--- src/hw/eitd_pkg.sv ---
// Package for the external interrupt trigger detect block.
// Assumes an APB master with 32-bit data and word-aligned registers.
package eitd_pkg;
  // ****************************************
  // Register map (byte addresses)
  // ****************************************
  localparam logic [7:0] OFS_TRIGGER_MODE = 8'h00;
  localparam logic [7:0] OFS_PENDING      = 8'h04;
  localparam logic [7:0] OFS_CLEAR        = 8'h08;
  localparam logic [7:0] OFS_MASK         = 8'h0c;
  localparam logic [7:0] OFS_RAW_PINS     = 8'h10;

  // ****************************************
  // Field codes and reset values
  // ****************************************
  localparam int unsigned FIELD_W = 2;
  localparam logic [1:0] TRIG_LEVEL_HIGH  = 2'h0;
  localparam logic [1:0] TRIG_RISING_EDGE = 2'h2;
  localparam logic [15:0] TRIGGER_MODE_RST = 16'h0000;
  localparam logic [7:0]  MASK_RST         = 8'hff;
  localparam int unsigned MIN_HOLD_CYCLES  = 3;
endpackage

--- src/hw/eitd_pin_detect.sv ---
// One external request pin: level or rising-edge detection into a pending bit.
// Assumes the pin is synchronous to the clock.
`timescale 1ns/1ps
module eitd_pin_detect (
  // Clock and reset
  input  wire logic       clk,
  input  wire logic       arst_n,
  // Pin and mode
  input  wire logic       pin,
  input  wire logic [1:0] mode,
  input  wire logic       clear,
  // Result
  output logic            pending
);
  typedef struct packed {
    logic prev;
    logic pend;
  } eitd_pin_state_t;

  eitd_pin_state_t st;
  eitd_pin_state_t next_st;

  always_comb begin
    next_st      = st;
    next_st.prev = pin;
    if (mode == eitd_pkg::TRIG_RISING_EDGE) begin
      // Set wins over clear; repeated edges merge
      if (pin && !st.prev) begin
        next_st.pend = 1'b1;
      end else if (clear) begin
        next_st.pend = 1'b0;
      end
    end else if (mode == eitd_pkg::TRIG_LEVEL_HIGH) begin
      // Level follows the pin each cycle, clear ignored
      next_st.pend = pin;
    end else begin
      // Reserved codes detect nothing
      next_st.pend = 1'b0;
    end
  end

  always_ff @(posedge clk or negedge arst_n) begin
    if (!arst_n) begin
      st <= '0;
    end else begin
      st <= next_st;
    end
  end

  assign pending = st.pend;
endmodule

--- src/hw/eitd_top.sv ---
// Trigger-mode selection and pending/mask logic for eight external request pins.
// Assumes an APB master on the same clock; inputs synchronous to CLOCK.
// Writes land at the closing edge of the access cycle, reads are taken at setup.
// Reserved trigger codes are stored as written but raise no request.
//
// Implementation choices: the placing of the registers and the APB slave port.
`timescale 1ns/1ps
module eitd_top #(
  parameter int unsigned NUM_PINS = 8
) (
  // Clock and reset
  input  wire logic        CLOCK,
  input  wire logic        ARST_N,
  // APB slave, request side
  input  wire logic        PSEL,
  input  wire logic        PENABLE,
  input  wire logic        PWRITE,
  // APB slave, address and write data
  input  wire logic [7:0]  PADDR,
  input  wire logic [31:0] PWDATA,
  // APB slave, answer side
  output logic [31:0]      PRDATA,
  output logic             PREADY,
  output logic             PSLVERR,
  // External request pins, groups a0..a3 then b0..b3
  input  wire logic [7:0]  EXT_REQ_IN,
  // Masked requests towards the priority logic
  output logic [7:0]       REQ_OUT
);
  // ****************************************
  // Elaboration check
  // ****************************************
  // Field layout and register map are fixed for eight pins
  if (NUM_PINS != 8) begin : g_bad
    $error("eitd_top serves exactly eight pins");
  end
  // Eight fields must fill the 16-bit mode register exactly
  if (eitd_pkg::FIELD_W * NUM_PINS != 16) begin : g_bad_field
    $error("eitd_top needs two-bit trigger fields");
  end

  // ****************************************
  // State
  // ****************************************
  typedef struct packed {
    // Software-visible configuration
    logic [15:0] ext_irq_trigger_mode;
    logic [7:0]  request_mask_reg;
    // Registered APB answer
    logic [31:0] prdata;
    logic        pready;
    logic        pslverr;
    // Registered request outputs
    logic [7:0]  req_out;
  } eitd_state_t;

  eitd_state_t st;
  eitd_state_t next_st;

  // ****************************************
  // Local signals
  // ****************************************
  // Detector outputs and clear strobes, one bit per pin
  logic [7:0]  pending_request_reg;
  logic [7:0]  clear_pulse;
  // Bus phase decode
  logic        setup_phase;
  logic        commit_phase;
  logic        wr_commit;
  // Address decode
  logic        sel_trigger_mode;
  logic        sel_pending;
  logic        sel_clear;
  logic        sel_mask;
  logic        sel_raw_pins;
  logic        addr_ok;
  // Read data chosen at setup
  logic [31:0] read_word;

  // ****************************************
  // Per-pin detectors
  // ****************************************
  // Internal sources reach the priority logic elsewhere; only pins pass here
  // Trigger field i sits at bits 2i+1:2i of the mode register
  for (genvar i = 0; i < NUM_PINS; i++) begin : g_pin
    eitd_pin_detect u_det (
      .clk     (CLOCK),
      .arst_n  (ARST_N),
      .pin     (EXT_REQ_IN[i]),
      .mode    (st.ext_irq_trigger_mode[eitd_pkg::FIELD_W*i +: eitd_pkg::FIELD_W]),
      .clear   (clear_pulse[i]),
      .pending (pending_request_reg[i])
    );
  end

  // ****************************************
  // Bus phase decode
  // ****************************************
  always_comb begin
    setup_phase  = PSEL && !PENABLE;
    // PREADY stands in this cycle; the write lands at its closing edge
    commit_phase = PSEL && PENABLE && st.pready;
    wr_commit    = commit_phase && PWRITE;
  end

  // ****************************************
  // Address decode
  // ****************************************
  always_comb begin
    // Full-width compare: aliases would hide software errors
    sel_trigger_mode = (PADDR == eitd_pkg::OFS_TRIGGER_MODE);
    sel_pending      = (PADDR == eitd_pkg::OFS_PENDING);
    sel_clear        = (PADDR == eitd_pkg::OFS_CLEAR);
    sel_mask         = (PADDR == eitd_pkg::OFS_MASK);
    sel_raw_pins     = (PADDR == eitd_pkg::OFS_RAW_PINS);
    // Any other address, misaligned ones included, answers with an error
    addr_ok          = sel_trigger_mode || sel_pending || sel_clear || sel_mask || sel_raw_pins;
  end

  // ****************************************
  // Clear strobes
  // ****************************************
  always_comb begin
    clear_pulse = 8'h00;
    // One-cycle strobe; detectors in level mode ignore it
    if (wr_commit && sel_clear) begin
      clear_pulse = PWDATA[7:0];
    end
  end

  // ****************************************
  // Read data
  // ****************************************
  always_comb begin
    read_word = 32'h0000_0000;
    case (PADDR)
      eitd_pkg::OFS_TRIGGER_MODE: begin
        read_word = {16'h0000, st.ext_irq_trigger_mode};
      end
      eitd_pkg::OFS_PENDING: begin
        read_word = {24'h000000, pending_request_reg};
      end
      eitd_pkg::OFS_MASK: begin
        read_word = {24'h000000, st.request_mask_reg};
      end
      eitd_pkg::OFS_RAW_PINS: begin
        // Pins as they stand now, before any detection
        read_word = {24'h000000, EXT_REQ_IN};
      end
      default: begin
        // Clear register and unmapped addresses read zero
        read_word = 32'h0000_0000;
      end
    endcase
  end

  // ****************************************
  // Next state
  // ****************************************
  always_comb begin
    next_st         = st;

    // Answer pulse: one access cycle, no wait states
    next_st.pready  = 1'b0;
    next_st.pslverr = 1'b0;
    if (setup_phase) begin
      next_st.pready  = 1'b1;
      next_st.pslverr = !addr_ok;
      // Writes return zero so stale read data never shows
      next_st.prdata  = PWRITE ? 32'h0000_0000 : read_word;
    end

    // Writes to read-only or unmapped offsets are dropped
    if (wr_commit) begin
      case (PADDR)
        eitd_pkg::OFS_TRIGGER_MODE: begin
          next_st.ext_irq_trigger_mode = PWDATA[15:0];
        end
        eitd_pkg::OFS_MASK: begin
          next_st.request_mask_reg = PWDATA[7:0];
        end
        default: begin
        end
      endcase
    end

    // Mask one blocks, zero passes; one cycle behind the pending bits
    next_st.req_out = pending_request_reg & ~st.request_mask_reg;
  end

  // ****************************************
  // Registers
  // ****************************************
  always_ff @(posedge CLOCK or negedge ARST_N) begin
    // All pins level, all requests blocked until software opens them
    if (!ARST_N) begin
      st                      <= '0;
      st.ext_irq_trigger_mode <= eitd_pkg::TRIGGER_MODE_RST;
      st.request_mask_reg     <= eitd_pkg::MASK_RST;
    end else begin
      st <= next_st;
    end
  end

  // ****************************************
  // Outputs
  // ****************************************
  assign PRDATA  = st.prdata;
  assign PREADY  = st.pready;
  assign PSLVERR = st.pslverr;
  assign REQ_OUT = st.req_out;
endmodule

--- config.mk ---
export PLATFORM = sky130hd
export DESIGN_NAME = eitd_top
export DESIGN_NICKNAME = d
export VERILOG_FILES = /design/src/hw/eitd_pkg.sv /design/src/hw/eitd_pin_detect.sv /design/src/hw/eitd_top.sv
export SDC_FILE = /design/constraint.sdc
export NUM_CORES = 1
export LEC_CHECK = 0
export ABC_AREA = 1
export BUFFER_PORTS_ARGS = -buffer_cell sky130_fd_sc_hd__buf_2
export CAP_MARGIN = 10
export CORE_UTILIZATION = 44
export CTS_BUF_LIST = sky130_fd_sc_hd__clkbuf_4
export DETAILED_ROUTE_END_ITERATION = 16
export PLACE_DENSITY = 0.73
export SYNTH_ARGS = -nofsm -noshare
export SYNTH_HDL_FRONTEND = slang
export SYNTH_HIERARCHICAL = 1
export SYNTH_SLANG_ARGS = --single-unit
--- constraint.sdc ---
create_clock -name CLOCK -period 1.6 [get_ports CLOCK]
set_input_delay 0.32 -clock CLOCK [delete_from_list [all_inputs] [get_ports CLOCK]]
set_output_delay 0.32 -clock CLOCK [all_outputs]
set_load 0.02 [all_outputs]
==> results.md <==
Detailed routing:
- The routed wire length is 7100 um.
- After detailed routing, the number of remaining DRC violations is 0.
- The first-pass detailed-route iteration total is 4.
- After detailed routing, the average wire length per cell comes to 12.5 um.
- Using the TritonRoute via totals, the vias-per-cell ratio works out to between 4 and 5.
- The detailed router's first-iteration violation count is 167.
- The number of nets with antenna violations after routing is 0.
- The total via count in the routed design is 2,635.

Global routing:
- The wire length of the first global-routing pass is ~11,000 um.
- The initial antenna violation count is 0.
- The number of global-route vias before repair is 2,485.
- Entering global routing, the biggest net connects 67 pins.
- Summed over all layers, the global routing overflow is 0.
- For this run, the total global-route usage over all layers was measured as 19.6%.

Clock tree:
- The CTS clock-pin slew for the worst setup and hold paths is 0.11 ns.
- In this run the clock root is driven by a clkbuf_4.
- The later pin in the worst-skew pair is clocked with a latency of about 0.40 ns.
- After clock tree synthesis, the setup repair step added 0 buffers.
- The clock drives 66 sinks.
- The worst-case clock buffer depth is 2.
- The CTS buffer count is 9.
- The count of H-tree levels built during CTS is 3.
- The TritonCTS clock tree is built.

Final layout:
- The count of placed standard cells in the final layout, fillers left out is between 500 and 600.
- In the final layout, the share of cells above drive strength 1 is between 20% and 30%.
- Relative to the synthesized area, the layout overhead comes to 11.9%.
- For this run, the post-layout net count is approximately 520.
- The antenna diode instance count is 0.
- Cells fill between 50 and 60% of the core in the end.
- The cell area after layout is 3730 um^2.

Status:
- The run finished with clean final reports.

Place:
- At the end of routability-driven placement, the weighted congestion stood at between 0.7 and 0.8.
- The half-perimeter wire length after placement is 5220 um.
- Including well taps, the total number of placed cells is 552.
- The post-detailed-placement cell area is ~3600 um^2.
- The count of port buffers added during placement is 62.
- The pre-CTS setup slack is 0.00130 ns.

Logic synthesis:
- The synthesized netlist devotes under 10% of its cell area to compound gates.
- Among all flip-flop cells after synthesis, the most frequent one is dfrtp_1.
- Each instance of the synthesized netlist takes up on average 8.18 um^2.
- Summing the sequential cell areas from Yosys gives approximately 50% of the chip area.
- The synthesized netlist devotes 0% of its cell area to adder and majority cells.
- The synthesized flop and latch total is 66.
- The share of synthesized registers carrying an async set or reset is between 90% and 100%.
- The count of flip-flops with a built-in enable after synthesis is 0.
- The cell area after synthesis is between 3000 and 4000 um^2.
- The count of yosys warnings during synthesis is 6.
- The number of distinct library cell variants in the gate-level netlist after synthesis is 23.
- The synthesized netlist cell count is 408.
- The synthesized netlist devotes 27.3% of its cell area to simple gates.
- The mux contribution to synthesized area is 0%.
- The post-synthesis share of cell area spent on xor and xnor gates is 0%.
- After synthesis, the largest family of logic cells by area is simple AND/OR/NAND/NOR gates.

Floorplan:
- The initial utilization of the core area, before any placement, comes to between 40% and 50%.
- The die outline height is 89.1 um.
- The die area is between 7000 and 8000 um^2.
- In this run the standard cell core region covers 7290 um^2.
- The row count is 31.
- In this run the count of I/O pins placed on the die edge is 95.
- The width of the die is 89.1 um.

Power and ir drop:
- Across the VDD grid, the largest voltage drop is 0.000269 V.
- Combinational logic burns 9.3% of the power.
- Net switching is 26.4% of the power.
- Power comes to 2.88 mW.
- Power spread over the standard cell area amounts to 773 nW/um^2.
- The clock share of power is 31.1%.
- The sequential power share is 59.6%.
- In this run the static leakage power is 2.01 nW.
- The analysis attributes to net switching a power of around 0.76 mW.
- The internal portion of the total power is about 2.1 mW.

Timing:
- Across all hold checks on the routed design, the worst slack comes to 0.0397 ns.
- After layout, the minimum clock period comes to 1.35 ns.
- Setup repair after global routing left no endpoint under its margin.
- The final critical path takes up 84.5% of the cycle.
- The highest clock rate is roughly 740 MHz.
- Setup slack closes at around 0.25 ns.
- The setup TNS after final layout is 0 ns.
- The total count of max-transition violations in the final report is 0.
- The number of setup violations in the final report is 0.
- The number of endpoints with negative hold slack in the final report is 0.
- The worst setup skew after layout is 0.0130 ns.

Setup path:
- The worst setup path is launched from a flip-flop.
- STA puts the critical path data arrival time at 1.68 ns.
- The critical path goes through nand3_1 > nor2_4 > nand3_2 > o21ai_1.
- The launch instance of the worst register-to-register path is PREADY.
- The worst setup path category is reg -> reg.
- The peak fanout along the critical path is 16.
- The critical path starts at PREADY.
- The worst-path cell with the longest stage delay is dfrtp_1.
- The largest incremental delay on the critical path is ~0.36 ns.
- The worst setup path is captured at a flip-flop.
- STA puts the critical path data required time at slightly below 2 ns.

Min path:
- The startpoint of the lowest-slack hold path is EXT_REQ_IN[0].
- The path class of the lowest-slack min-delay path is in -> reg.

Flow run:
- Across the run, the number of max-cap violations was 0.
[sequential cells by signal, summed over array words and instances (netlist names)]
| register | cells |
|---|---|
| PRDATA | 16 |
| REQ_OUT | 8 |
| g_pin.u_det/pending | 8 |
| PREADY | 1 |
| g_pin.u_det/st | 8 |
| PSLVERR | 1 |
| st | 24 |
[critical path, delay by kind of cell (launching register included)]
kind             cells  cell delay, ns
AND/OR/NAND/NOR      3            0.66
AO/OA/AOI/OAI        1            0.26
flip-flops           1            0.36
[synth_stat cells (2+ instances only)]
| cell | n | area, um^2 |
|---|---|---|
| buf_2 | 2 | 10.0 |
| nor2_1 | 23 | 86.3 |
| dfrtp_1 | 58 | 1450 |
| nand2_1 | 123 | 462 |
| nor2_2 | 3 | 18.8 |
| o21ai_0 | 15 | 75.1 |
| buf_6 | 4 | 45.0 |
| nand2_2 | 4 | 25.0 |
| dfstp_2 | 8 | 210 |
| o21ai_1 | 8 | 40.0 |
| a21oi_2 | 8 | 70.1 |
| inv_2 | 4 | 15.0 |
| nor2_4 | 5 | 56.3 |
| inv_1 | 48 | 180 |
| nand3_1 | 47 | 235 |
| buf_4 | 41 | 308 |
[final timing paths]
kind / end / slack, ns / depth (start not counted)
worst max-delay path: st[46] / 0.25 / 4
min in group asynchronous: st[51] / 0.45 / 3
worst min register to register: g_pin[3].u_det/pending / 0.46 / 1
worst min-delay path: g_pin[0].u_det/st[1] / 0.04 / 1
max in group asynchronous: st[49] / 0.81 / 3
worst max register to register: st[46] / 0.25 / 4
[timing repair]
item / in CTS / in global routing
endpoints found under the hold margin: 58 / 0
hold buffers: 1 / 0
gates resized for setup: 0 / 0
[power groups by stage]
| stage | sequential, mW | clock [mW] | combinational, mW |
|---|---|---|---|
| finish | 1.72 | 0.898 | 0.267 |
| global route | 1.72 | 1.01 | 0.299 |
| CTS | 1.72 | 0.916 | 0.270 |
| detailed placement | 1.75 | 0 | 0.268 |
| global placement | 1.75 | 0 | 0.261 |
| floorplan | 1.75 | 0 | 0.172 |
[placed cells by master (no fill, tap or decap)]
master         Yosys  routed
o21ai_0           15      15
inv_2              4       4
buf_2              2      62
clkbuf_4           0      11
nor2_1            23      23
conb_1             1      16
o31ai_1            1       1
clkinv_1           0       3
nand3_1           47      47
dfstp_2            8       8
inv_1             48      48
nor4_1             1       1
o21ai_1            8       8
nor2_4             5       5
clkinv_2           0       2
nand2_4            1       1
buf_4             41      13
nand3_2            1       1
dfrtp_1           58      58
a21oi_2            8       8
nor2_2             3       3
a21oi_1            1       1
nand2_1          123     123
nand2_2            4       4
dlygate4sd3_1      0       1
buf_12             0       3
[kinds of logic (layout without fill, tap and decap cells)]
family | Yosys count | in the layout
AND/OR/NAND/NOR | 208 | 208
AO/OA/AOI/OAI | 33 | 33
buffers and inverters | 100 | 147
flip-flops | 66 | 66
other | 1 | 16
[layer usage]
metal | routed length (um) | track usage [%] | share of wire, %
met5 | 0 | 0 | 0
met4 | 119 | 8.08 | 1.7
met3 | 323 | 5.26 | 4.5
met2 | 3350 | 31.4 | 47
met1 | 3300 | 25.4 | 47
[layout make-up]
type	count	area, um^2
multi-input combinational	257	1170
clock inverter	5	21.3
timing repair buffer	79	478
sequential	66	1660
tap	99	124
fill	732	3560
inverter	52	195
clock buffer	11	82.6
Power figures use the tool's default switching activity.
